[config.mk]
export PLATFORM = sky130hd
export DESIGN_NAME = tls_sequencer
export DESIGN_NICKNAME = d
export VERILOG_FILES = /design/src/tls_sequencer.v
export VERILOG_INCLUDE_DIRS = /design/src
export SDC_FILE = /design/constraint.sdc
export NUM_CORES = 2
export LEC_CHECK = 0
export ABC_AREA = 1
export BUFFER_PORTS_ARGS = -buffer_cell sky130_fd_sc_hd__buf_4
export CAP_MARGIN = 5
export CORE_MARGIN = 2
export CORE_UTILIZATION = 30
export DETAILED_ROUTE_END_ITERATION = 12
export PLACE_DENSITY = 0.41
export SYNTH_ARGS = -nofsm -noshare
export SYNTH_HDL_FRONTEND = slang
export SYNTH_SLANG_ARGS = --single-unit
[constraint.sdc]
create_clock -name mclk -period 113.8 [get_ports mclk]
set_input_delay 34.14 -clock mclk [delete_from_list [all_inputs] [get_ports mclk]]
set_output_delay 34.14 -clock mclk [all_outputs]
set_load 0.01 [all_outputs]
[src/tls_defs.vh]
// Operation
// While the sequencer is enabled, regulation mode writes are refused.
// Input shutoff by turn-on threshold or current limit aborts the sequence.
// Repeating sub-mode alternates low and high endlessly without any trigger.
// Repeating cycle: rise, top dwell, fall, bottom dwell.
// Six settings plus a sub-mode selector for repeating, pulse or toggle.
// Pulse and toggle start at the low level when the input switches on.
// Pulse sub-mode holds the low level while no trigger arrives.
// Pulse trigger: rise, top dwell, then fall back to low.
// Pulse sub-mode ignores the bottom dwell setting.
// Pulse triggers count only at the low level; others are discarded.
// Triggers come from pin, key pair, bus GET, common and subsystem commands.
// Toggle sub-mode holds the low level until the first trigger.
// Each toggle trigger flips the target using rise or fall ramp, then holds.
// Toggle sub-mode ignores both dwell settings.
// Dwells span 0 to 655.35 ms, ramps 10 us upward, 10 us steps; the code holds each dwell one step longer than its setting.
// Sequencer runs only in current, voltage or resistance mode, not power.
// Software disables the step list before enabling this sequencer.
// External trigger source uses TTL levels; falling edge triggers.
// Ramps move linearly and arrive exactly when the duration expires.
`ifndef TLS_DEFS_VH
`define TLS_DEFS_VH

// ----------------------------------------
// Register offsets
// ----------------------------------------
`define TLS_OFS_CTRL 8'h00
`define TLS_OFS_BOT_SET 8'h04
`define TLS_OFS_TOP_SET 8'h08
`define TLS_OFS_BOT_DWELL 8'h0C
`define TLS_OFS_TOP_DWELL 8'h10
`define TLS_OFS_RISE 8'h14
`define TLS_OFS_FALL 8'h18
`define TLS_OFS_EXTERNAL_TRIGGER_PIN 8'h1C
`define TLS_OFS_STATUS 8'h20

// ----------------------------------------
// Field positions and encodings
// ----------------------------------------
`define TLS_CTRL_EN 0
`define TLS_CTRL_SUB_LO 1
`define TLS_CTRL_SUB_HI 2
`define TLS_CTRL_MODE_LO 4
`define TLS_CTRL_MODE_HI 5
`define TLS_EXTERNAL_TRIGGER_PIN_COMMON 0
`define TLS_EXTERNAL_TRIGGER_PIN_SUBSYS 1
`define TLS_SUB_REPEAT 2'h0
`define TLS_SUB_PULSE 2'h1
`define TLS_SUB_TOGGLE 2'h2
`define TLS_MODE_CC 2'h0
`define TLS_MODE_CV 2'h1
`define TLS_MODE_CR 2'h2
`define TLS_MODE_CP 2'h3

// ----------------------------------------
// Reset values
// ----------------------------------------
`define TLS_RST_LEVEL 16'h0000
`define TLS_RST_DWELL 16'h0000
`define TLS_RST_RAMP 16'h0001

// ----------------------------------------
// Timing
// ----------------------------------------
`define TLS_CLK_NS 40
`define TLS_STEP_NS 10000
`define TLS_STEP_CYC (`TLS_STEP_NS / `TLS_CLK_NS)

`endif

[src/tls_sequencer.v]
`timescale 1ns/100ps
`include "tls_defs.vh"

module tls_sequencer (
  input wire mclk, // System clock, 25 MHz.
  input wire rst, // Synchronous reset, active high.
  input wire [7:0] addr, // Register byte address.
  input wire [31:0] wdata, // Register write data.
  input wire wr, // Write strobe.
  input wire rd, // Read strobe.
  output reg [31:0] rdata, // Read data, valid the cycle after rd.
  input wire input_on, // Load input is switched on.
  input wire von_shutoff, // Input shut off by turn-on threshold.
  input wire ilimit_shutoff, // Input shut off by current limit.
  input wire external_trigger_pin, // External trigger, falling edge active.
  input wire key_trigger, // Front key pair trigger pulse.
  input wire get_trigger, // Bus group execute trigger pulse.
  output reg [15:0] setpoint, // Setpoint to the regulation loop.
  output reg seq_active, // Sequencer is driving the setpoint.
  output reg [1:0] active_mode // Regulation mode in force.
);

  // ----------------------------------------
  // States
  // ----------------------------------------
  localparam ST_IDLE = 3'h0;
  localparam ST_LOW = 3'h1;
  localparam ST_RISE = 3'h2;
  localparam ST_HIGH = 3'h3;
  localparam ST_FALL = 3'h4;

  // The step count is worked out wide and cut to the divider width on purpose.
  localparam [31:0] STEP_WIDE = `TLS_STEP_CYC;
  localparam [8:0] STEP_CYC = STEP_WIDE[8:0];

  reg enable_reg;
  reg [1:0] submode_reg;
  reg [1:0] mode_reg;
  reg [15:0] bottom_setpoint_reg;
  reg [15:0] top_setpoint_reg;
  reg [15:0] bottom_dwell_reg;
  reg [15:0] top_dwell_reg;
  reg [15:0] ramp_up_duration_reg;
  reg [15:0] ramp_down_duration_reg;
  reg bus_external_trigger_pin_reg;
  reg abort_reg;
  reg pin_prev_reg;
  reg [8:0] div_reg;
  reg tick;
  reg [2:0] state_reg;
  reg [2:0] state_next;
  reg [15:0] elapsed_reg;
  reg [15:0] elapsed_next;
  reg [15:0] setpoint_next;
  reg [15:0] ramp_dur;
  reg [15:0] ramp_from;
  reg [15:0] ramp_to;
  reg [31:0] ramp_prod;
  reg [31:0] ramp_quot;
  reg [15:0] ramp_val;
  reg [15:0] ramp_pos;
  wire trigger;
  wire run;
  wire shutoff;
  wire [15:0] elapsed_inc;

  // ----------------------------------------
  // Register writes
  // ----------------------------------------
  // Settings load from the bus; the mode field is frozen while enabled.
  always @(posedge mclk)
  begin
    if (rst)
    begin
      enable_reg <= 1'b0;
      submode_reg <= `TLS_SUB_REPEAT;
      mode_reg <= `TLS_MODE_CC;
      bottom_setpoint_reg <= `TLS_RST_LEVEL;
      top_setpoint_reg <= `TLS_RST_LEVEL;
      bottom_dwell_reg <= `TLS_RST_DWELL;
      top_dwell_reg <= `TLS_RST_DWELL;
      ramp_up_duration_reg <= `TLS_RST_RAMP;
      ramp_down_duration_reg <= `TLS_RST_RAMP;
    end
    else if (wr)
    begin
      case (addr)
        `TLS_OFS_CTRL:
        begin
          // Enable is refused while the power mode is selected.
          enable_reg <= wdata[`TLS_CTRL_EN] &
            ((enable_reg ? mode_reg : wdata[`TLS_CTRL_MODE_HI:`TLS_CTRL_MODE_LO])
            != `TLS_MODE_CP);
          submode_reg <= wdata[`TLS_CTRL_SUB_HI:`TLS_CTRL_SUB_LO];
          if (!enable_reg)
            mode_reg <= wdata[`TLS_CTRL_MODE_HI:`TLS_CTRL_MODE_LO];
        end
        `TLS_OFS_BOT_SET: bottom_setpoint_reg <= wdata[15:0];
        `TLS_OFS_TOP_SET: top_setpoint_reg <= wdata[15:0];
        `TLS_OFS_BOT_DWELL: bottom_dwell_reg <= wdata[15:0];
        `TLS_OFS_TOP_DWELL: top_dwell_reg <= wdata[15:0];
        // A zero ramp is raised to the one-step minimum.
        `TLS_OFS_RISE: ramp_up_duration_reg <= (wdata[15:0] == 16'h0000) ?
          16'h0001 : wdata[15:0];
        `TLS_OFS_FALL: ramp_down_duration_reg <= (wdata[15:0] == 16'h0000) ?
          16'h0001 : wdata[15:0];
        default: ;
      endcase
    end
  end

  // ----------------------------------------
  // Register reads
  // ----------------------------------------
  // Read data are registered and stand for one cycle; unmapped reads give zero.
  always @(posedge mclk)
  begin
    if (rst)
      rdata <= 32'h00000000;
    else if (rd)
    begin
      case (addr)
        `TLS_OFS_CTRL: rdata <= {26'h0000000, mode_reg, 1'b0, submode_reg, enable_reg};
        `TLS_OFS_BOT_SET: rdata <= {16'h0000, bottom_setpoint_reg};
        `TLS_OFS_TOP_SET: rdata <= {16'h0000, top_setpoint_reg};
        `TLS_OFS_BOT_DWELL: rdata <= {16'h0000, bottom_dwell_reg};
        `TLS_OFS_TOP_DWELL: rdata <= {16'h0000, top_dwell_reg};
        `TLS_OFS_RISE: rdata <= {16'h0000, ramp_up_duration_reg};
        `TLS_OFS_FALL: rdata <= {16'h0000, ramp_down_duration_reg};
        `TLS_OFS_STATUS: rdata <= {11'h000, abort_reg, seq_active, state_reg, setpoint};
        default: rdata <= 32'h00000000;
      endcase
    end
    else
      rdata <= 32'h00000000;
  end

  // ----------------------------------------
  // Trigger sources
  // ----------------------------------------
  // Command triggers written to the trigger register become one-cycle pulses.
  always @(posedge mclk)
  begin
    if (rst)
    begin
      bus_external_trigger_pin_reg <= 1'b0;
      pin_prev_reg <= 1'b1;
    end
    else
    begin
      bus_external_trigger_pin_reg <= wr & (addr == `TLS_OFS_EXTERNAL_TRIGGER_PIN) &
        (wdata[`TLS_EXTERNAL_TRIGGER_PIN_COMMON] | wdata[`TLS_EXTERNAL_TRIGGER_PIN_SUBSYS]);
      pin_prev_reg <= external_trigger_pin;
    end
  end

  // All sources merge into one trigger; the pin counts on its falling edge.
  assign trigger = (pin_prev_reg & ~external_trigger_pin) |
    key_trigger | get_trigger | bus_external_trigger_pin_reg;

  // ----------------------------------------
  // Time base
  // ----------------------------------------
  // One enable pulse per 10 us step.
  always @(posedge mclk)
  begin
    if (rst)
    begin
      div_reg <= 9'h000;
      tick <= 1'b0;
    end
    else if (div_reg == STEP_CYC - 9'h001)
    begin
      div_reg <= 9'h000;
      tick <= 1'b1;
    end
    else
    begin
      div_reg <= div_reg + 9'h001;
      tick <= 1'b0;
    end
  end

  // ----------------------------------------
  // Abort latch
  // ----------------------------------------
  // A shutoff stops the sequence until software disables and re-enables it.
  assign shutoff = von_shutoff | ilimit_shutoff;
  always @(posedge mclk)
  begin
    if (rst)
      abort_reg <= 1'b0;
    else if (shutoff & enable_reg)
      abort_reg <= 1'b1;
    else if (!enable_reg)
      abort_reg <= 1'b0;
  end

  assign run = enable_reg & input_on & ~abort_reg & ~shutoff &
    (mode_reg != `TLS_MODE_CP);
  assign elapsed_inc = elapsed_reg + 16'h0001;

  // ----------------------------------------
  // Linear ramp
  // ----------------------------------------
  // The level moves by the step fraction elapsed over duration.
  // On a tick the step being entered is used, so every step stands one full tick, except the first step of a ramp started by a trigger.
  always @*
  begin
    ramp_pos = tick ? elapsed_inc : elapsed_reg;
    ramp_dur = (state_reg == ST_FALL) ? ramp_down_duration_reg : ramp_up_duration_reg;
    ramp_from = (state_reg == ST_FALL) ? top_setpoint_reg : bottom_setpoint_reg;
    ramp_to = (state_reg == ST_FALL) ? bottom_setpoint_reg : top_setpoint_reg;
    if (ramp_to >= ramp_from)
      ramp_prod = (ramp_to - ramp_from) * ramp_pos;
    else
      ramp_prod = (ramp_from - ramp_to) * ramp_pos;
    ramp_quot = ramp_prod / {16'h0000, ramp_dur};
    if (ramp_to >= ramp_from)
      ramp_val = ramp_from + ramp_quot[15:0];
    else
      ramp_val = ramp_from - ramp_quot[15:0];
  end

  // ----------------------------------------
  // Sequencer state machine
  // ----------------------------------------
  // Next state, step count and setpoint for each sub-mode.
  always @*
  begin
    state_next = state_reg;
    elapsed_next = elapsed_reg;
    setpoint_next = setpoint;
    if (!run)
    begin
      state_next = ST_IDLE;
      elapsed_next = 16'h0000;
      setpoint_next = bottom_setpoint_reg;
    end
    else
    begin
      case (state_reg)
        ST_IDLE:
        begin
          // Every sub-mode starts from the low level.
          state_next = ST_LOW;
          elapsed_next = 16'h0000;
          setpoint_next = bottom_setpoint_reg;
        end
        ST_LOW:
        begin
          setpoint_next = bottom_setpoint_reg;
          if (submode_reg == `TLS_SUB_REPEAT)
          begin
            // Free-running: the bottom dwell expires with no trigger.
            if (tick)
            begin
              if (elapsed_reg >= bottom_dwell_reg)
              begin
                state_next = ST_RISE;
                elapsed_next = 16'h0000;
              end
              else
                elapsed_next = elapsed_inc;
            end
          end
          else if (trigger)
          begin
            // Pulse and toggle leave the low level only on a trigger.
            state_next = ST_RISE;
            elapsed_next = 16'h0000;
          end
        end
        ST_RISE:
        begin
          setpoint_next = ramp_val;
          if (tick)
          begin
            if (elapsed_inc >= ramp_dur)
            begin
              state_next = ST_HIGH;
              elapsed_next = 16'h0000;
              setpoint_next = top_setpoint_reg;
            end
            else
              elapsed_next = elapsed_inc;
          end
        end
        ST_HIGH:
        begin
          setpoint_next = top_setpoint_reg;
          if (submode_reg == `TLS_SUB_TOGGLE)
          begin
            // Top level is held until the next trigger.
            if (trigger)
            begin
              state_next = ST_FALL;
              elapsed_next = 16'h0000;
            end
          end
          else if (tick)
          begin
            if (elapsed_reg >= top_dwell_reg)
            begin
              state_next = ST_FALL;
              elapsed_next = 16'h0000;
            end
            else
              elapsed_next = elapsed_inc;
          end
        end
        ST_FALL:
        begin
          setpoint_next = ramp_val;
          if (tick)
          begin
            if (elapsed_inc >= ramp_dur)
            begin
              state_next = ST_LOW;
              elapsed_next = 16'h0000;
              setpoint_next = bottom_setpoint_reg;
            end
            else
              elapsed_next = elapsed_inc;
          end
        end
        default:
        begin
          state_next = ST_IDLE;
          elapsed_next = 16'h0000;
        end
      endcase
    end
  end

  // State, counter and output registers.
  always @(posedge mclk)
  begin
    if (rst)
    begin
      state_reg <= ST_IDLE;
      elapsed_reg <= 16'h0000;
      setpoint <= `TLS_RST_LEVEL;
      seq_active <= 1'b0;
      active_mode <= `TLS_MODE_CC;
    end
    else
    begin
      state_reg <= state_next;
      elapsed_reg <= elapsed_next;
      setpoint <= setpoint_next;
      seq_active <= run;
      active_mode <= mode_reg;
    end
  end

endmodule

======== After elaboration in Yosys (flattened, before gate mapping) ========
Cells that the tools add are included.
storage, ports and cells
  bits of input ports ..................... 50
  bits in registers ....................... 184
  logic and storage cells ................. 140
cells by class
  order comparisons ....................... 4
  add/subtract/negate cells ............... 6
  div/mod/pow operators ................... 1
  equality and inequality tests ........... 29
  reduce and logical (&&, ||, !) cells .... 18
  bitwise logic cells ..................... 19
  multiplexer cells ....................... 41
  multipliers ............................. 2
operators with widths
  cell                   number
  $mux 16                20
  $pmux 21 s8            1
  $ge 16x16->1           4
  $mul 17x17->32         2
  $pmux 16 s4            1
  $pmux 16 s3            1
  $mux 3                 12
  $sub 16x16->17         2
  $div 32x16->32         1
  $eq 8x5->1 const B     4
  $mux 32                1
  $ne 3x3->1 const B     6
  $add 16x1->16 const B  1
  $add 16x16->16         1
  $eq 8x4->1 const B     2
  $logic_not 16->1       1
  $sub 16x16->16         1
  $pmux 3 s5             1
  $reduce_and 2->1       7
  $ne 2x2->1 const B     5
  $reduce_and 10->1      1
  $reduce_or 2->1        5
  $add 9x1->9 const B    1
  $and 1x1->1            9
  other kinds (17)       30

======== Longest topological paths before layout ========
  depth after elaboration ................. 12
  mapped depth ............................ 727

======== Worst setup path before layout ========
No wires, ideal clock.
  kind .................................... register to register
  start point ............................. register state_reg[0]
  end point ............................... register setpoint[14]
  setup time .............................. 128 ps
  path slack .............................. 17490 ps
  path buffers ............................ 52
  arrival ................................. 96182 ps
  stages on the path, launching flop included .. 692
  cells stage by stage .................... dfxtp_1 -> nor2_4 -> nand2_4 -> buf_12 -> buf_8 -> buf_6 -> clkbuf_1 -> o21ai_0 -> a21oi_1 -> inv_1 -> ha_1 -> inv_1 -> nand2_1 -> a21oi_1 -> inv_1 -> a21oi_1 -> inv_1 -> a221oi_1 -> [656 not listed] -> a21o_1 -> a21oi_1 -> nor2_1 -> nor2_1 -> nor2_1 -> o21ai_0 -> nand2_1 -> a21oi_1 -> inv_1 -> nand2_1 -> inv_1 -> or2_2 -> a21oi_1 -> a21oi_1 -> o21ai_0 -> o2111ai_1 -> o21ai_0 -> a21oi_1
on the way
  cells in the longest elaborated chain, start to end .. 12
  elaborated cells between the ends (all ways) .. 27
ends and longest elaborated chain
  item                                              line                                      text
  from (decl)                                       tls_sequencer.v:50                        reg [2:0] state_reg;
  from (signal assigned)                            tls_sequencer.v:349                       state_reg <= state_next;
  $eq 3x3->1                                        n/a
  $mux 16, on equally long branches                 tls_sequencer.v:212, tls_sequencer.v:213
  $sub 16x16->17, on equally long branches          tls_sequencer.v:217, tls_sequencer.v:215
  $mul 17x17->32, on equally long branches          tls_sequencer.v:217, tls_sequencer.v:215
  $mux 32                                           tls_sequencer.v:214                       if (ramp_to >= ramp_from)
  $div 32x16->32                                    tls_sequencer.v:218                       ramp_quot = ramp_prod / {16'h0000, ramp_dur};
  $sub 16x16->16 or $add 16x16->16 (tied branches)  tls_sequencer.v:222, tls_sequencer.v:220
  $mux 16                                           tls_sequencer.v:219                       if (ramp_to >= ramp_from)
  $mux 16, on equally long branches                 tls_sequencer.v:317, tls_sequencer.v:279
  $mux 16, on equally long branches                 tls_sequencer.v:315, tls_sequencer.v:277
  $pmux 16 s4                                       tls_sequencer.v:242                       case (state_reg)
  $mux 16                                           tls_sequencer.v:234                       if (!run)
  to (signal assigned)                              tls_sequencer.v:343                       setpoint <= `TLS_RST_LEVEL;
  to (signal assigned)                              tls_sequencer.v:351                       setpoint <= setpoint_next;
  to (decl)                                         tls_sequencer.v:18                        output reg [15:0] setpoint,
Several ways; a longest one is shown, not always the timed one.
A chain may end at the register's enable or synchronous reset.

======== Worst setup path in the final report ========
  start point ............................. register top_setpoint_reg[13]
  end point ............................... register setpoint[14]
on the way
  cells in the longest elaborated chain, start to end .. 11
  elaborated cells between the ends (all ways) .. 18
ends and longest elaborated chain
  item                                              line                                      text
  from (decl)                                       tls_sequencer.v:40                        reg [15:0] top_setpoint_reg;
  from (signal assigned)                            tls_sequencer.v:79                        top_setpoint_reg <= `TLS_RST_LEVEL;
  from (signal assigned)                            tls_sequencer.v:99                        `TLS_OFS_TOP_SET: top_setpoint_reg <= wdata[15:0];
  $mux 16, on equally long branches                 tls_sequencer.v:212, tls_sequencer.v:213
  $sub 16x16->17, on equally long branches          tls_sequencer.v:217, tls_sequencer.v:215
  $mul 17x17->32, on equally long branches          tls_sequencer.v:217, tls_sequencer.v:215
  $mux 32                                           tls_sequencer.v:214
  $div 32x16->32                                    tls_sequencer.v:218
  $sub 16x16->16 or $add 16x16->16 (tied branches)  tls_sequencer.v:222, tls_sequencer.v:220
  $mux 16 (*)                                       tls_sequencer.v:219
  $mux 16, on equally long branches                 tls_sequencer.v:317, tls_sequencer.v:279
  $mux 16, on equally long branches                 tls_sequencer.v:315, tls_sequencer.v:277
  $pmux 16 s4 (*)                                   tls_sequencer.v:242
  $mux 16 (*)                                       tls_sequencer.v:234
Mark *: on every way between the ends. The rest lies on a longest branch, timed or not.

==> out/metrics.cfg <==
[final_layout]
layout.cells.non_filler=11031
design_area_um2=61900
n_antenna_cell=0
finalNetCount=9718
largest_reg_flops=21
area_growth_pct=8.51
drive_above_1_share=0.0955
top_register=rdata

[floorplan]
start_util=0.301
die_width_um=440
pin_count=101
die-area_um2=194000
rows=160
die_h_um=440
core-area_um2=190000

[place]
gp_congestion=0.900
dpl_cell_area_um2=60800
post-place-ws_ns=2.32
port_buffers=73
placed_cells_incl_taps=10965
hpwl_mm=176

[sta]
fin_crit_ns=102.48
tns_ns=0
hold_violations=0
finClkSkew_ns=0.0205
fin_ws_ns=11.32
rsz0062_at_grt=no
max_freq_ghz=0.00976
slew_viol_final=0
fin_crit_sh=0.901
max_slew_margin=0.227
setup_violations=0
tightest_slew_ns=1.16

[synth]
synth_area_leaders=fa_1 (19%), ha_1 (14%), nand2_1 (11%)
synth_seq_area_share=0.0607
synth.distinct_cells=94
syn_avg_cell_area_um2=6.77
syn-cell-area_um2=57100
netlist_top_cells_count=nand2_1 (1709), inv_1 (1606), nor2_1 (666)
ys_warn_count=0
synth.most_common_cell=nand2_1
async_reset_ff_frac=0
syn_inst=8437
synth_top_area_cell=fa_1
ys_ff_latch=173
ys.flop_type=dfxtp_1
synth_edf_count=0
synth_top_area_frac=0.188

[global_route]
grtUsageTotal=0.216
grt_pass1_vias=52650
gr-total-overflow=0
grt_pass1_wl_mm=322
grt_antenna_before_repair=3
grt_max_degree=116

[worst_setup_path]
critPathLaunchType=register
cp.arrival_ns=102.81
cp_common_cell=a21oi_1
max_stage_delay_ns=0.89
crit_fanout=30
end_kind=register
crit_type=reg2reg
critPathSlowestCell=xor2_1
cp.required_ns=114.13

[clock_tree]
cts-root-buf=clkbuf_16
cts.path.max_buffers=2
path_clk_slew_ns=0.08
numCtsBuffers=17
tritoncts=done
clock-sinks=173
h-tree-depth=4
clk_latency_ns=0.46

[detailed_routing]
routed_via_density=4.86
drc=0
wl_per_cell_um=19.3
vias=53622
wl_mm=213
drt_pass1_iterations=6
ant_nets=0
initialDrtViolationCount=3184

[worst_hold_path]
min_path_type=reg2reg

[job]
cap_violations=0

[outcome]
status=completed

layout by cell type, fill, tap and decap left out, drive strengths merged, types with 225 or more instances in the layout:
cell type,n
nand3,383
nand2,1863
nor2,732
ha,626
a21oi,563
buf,225
fa,535
inv,1646
xor2,279
o21ai,630
cell families (layout without fill, tap and decap cells):
| kind of cell | count (synthesis) | in the layout | share of synthesized area |
|---|---|---|---|
| and+or+nand+nor | 3291 | 3294 | 0.267 |
| AOI/OAI and AO/OA | 1505 | 1505 | 0.149 |
| buffers and inverters | 1884 | 1954 | 0.133 |
| DFF | 173 | 173 | 0.0607 |
| other | 1 | 11 | 0.0000657 |
| muxes | 1 | 1 | 0.000175 |
| xor gates and xnor gates | 421 | 421 | 0.0652 |
| adders and majority gates | 1161 | 1161 | 0.325 |
layout make-up:
cell class	instances	area [µm²]
fill	20815	128000
multi-input combinational	6393	46400
inverter	1694	6520
sequential	173	3470
tap	2511	3140
timing repair buffer	225	1720
clock buffer	17	425
clock inverter	15	215
timing repair inverter	3	17.5
through the flow:
stage,utilization,hold slack (ns)
global route,0.327,0.493
finish,0.327,0.470
detailed placement,0.321,0.465
global placement,0.321,0.450
CTS,0.324,0.481
floorplan,-,0.433
per-layer routing:
layer / track usage / routed length (µm) / up-vias
li1: - / - / 26970
met5: 0 / 0 / -
met2: 0.368 / 99200 / 897
met1: 0.301 / 103000 / 25600
met4: 0.0430 / 4820 / 0
met3: 0.0112 / 6040 / 155
critical path: cells and delay by family (launching register included):
family / cells / cell delay, ns
simple gates: 205 / 24.70
fa+ha+maj: 41 / 14.89
buf+inv: 132 / 13.01
flops: 1 / 0.37
xor+xnor: 2 / 1.26
compound gates: 254 / 47.81
repair_timing:
| item | 4_1_cts | 5_1_grt |
|---|---|---|
| endpoints found under the hold margin | 0 | 0 |
| setup endpoints to repair | 0 | 16 |
| hold buffers | 0 | 0 |
| setup buffers | 0 | 28 |
| resized for setup | 0 | 82 |
path summary, 6_finish.rpt:
check / slack (ns) / endpoint / start / depth (start not counted)
setup reg to reg: 11.32 / setpoint[14] / top_setpoint_reg[13] / 634
hold / removal: 0.47 / div_reg[0] / div_reg[0] / 1
setup / recovery: 11.32 / setpoint[14] / top_setpoint_reg[13] / 634
hold reg to reg: 0.47 / div_reg[0] / div_reg[0] / 1
Power is not shown: default switching activity piles up to over one toggle a cycle in this logic, so the estimate is an artifact.
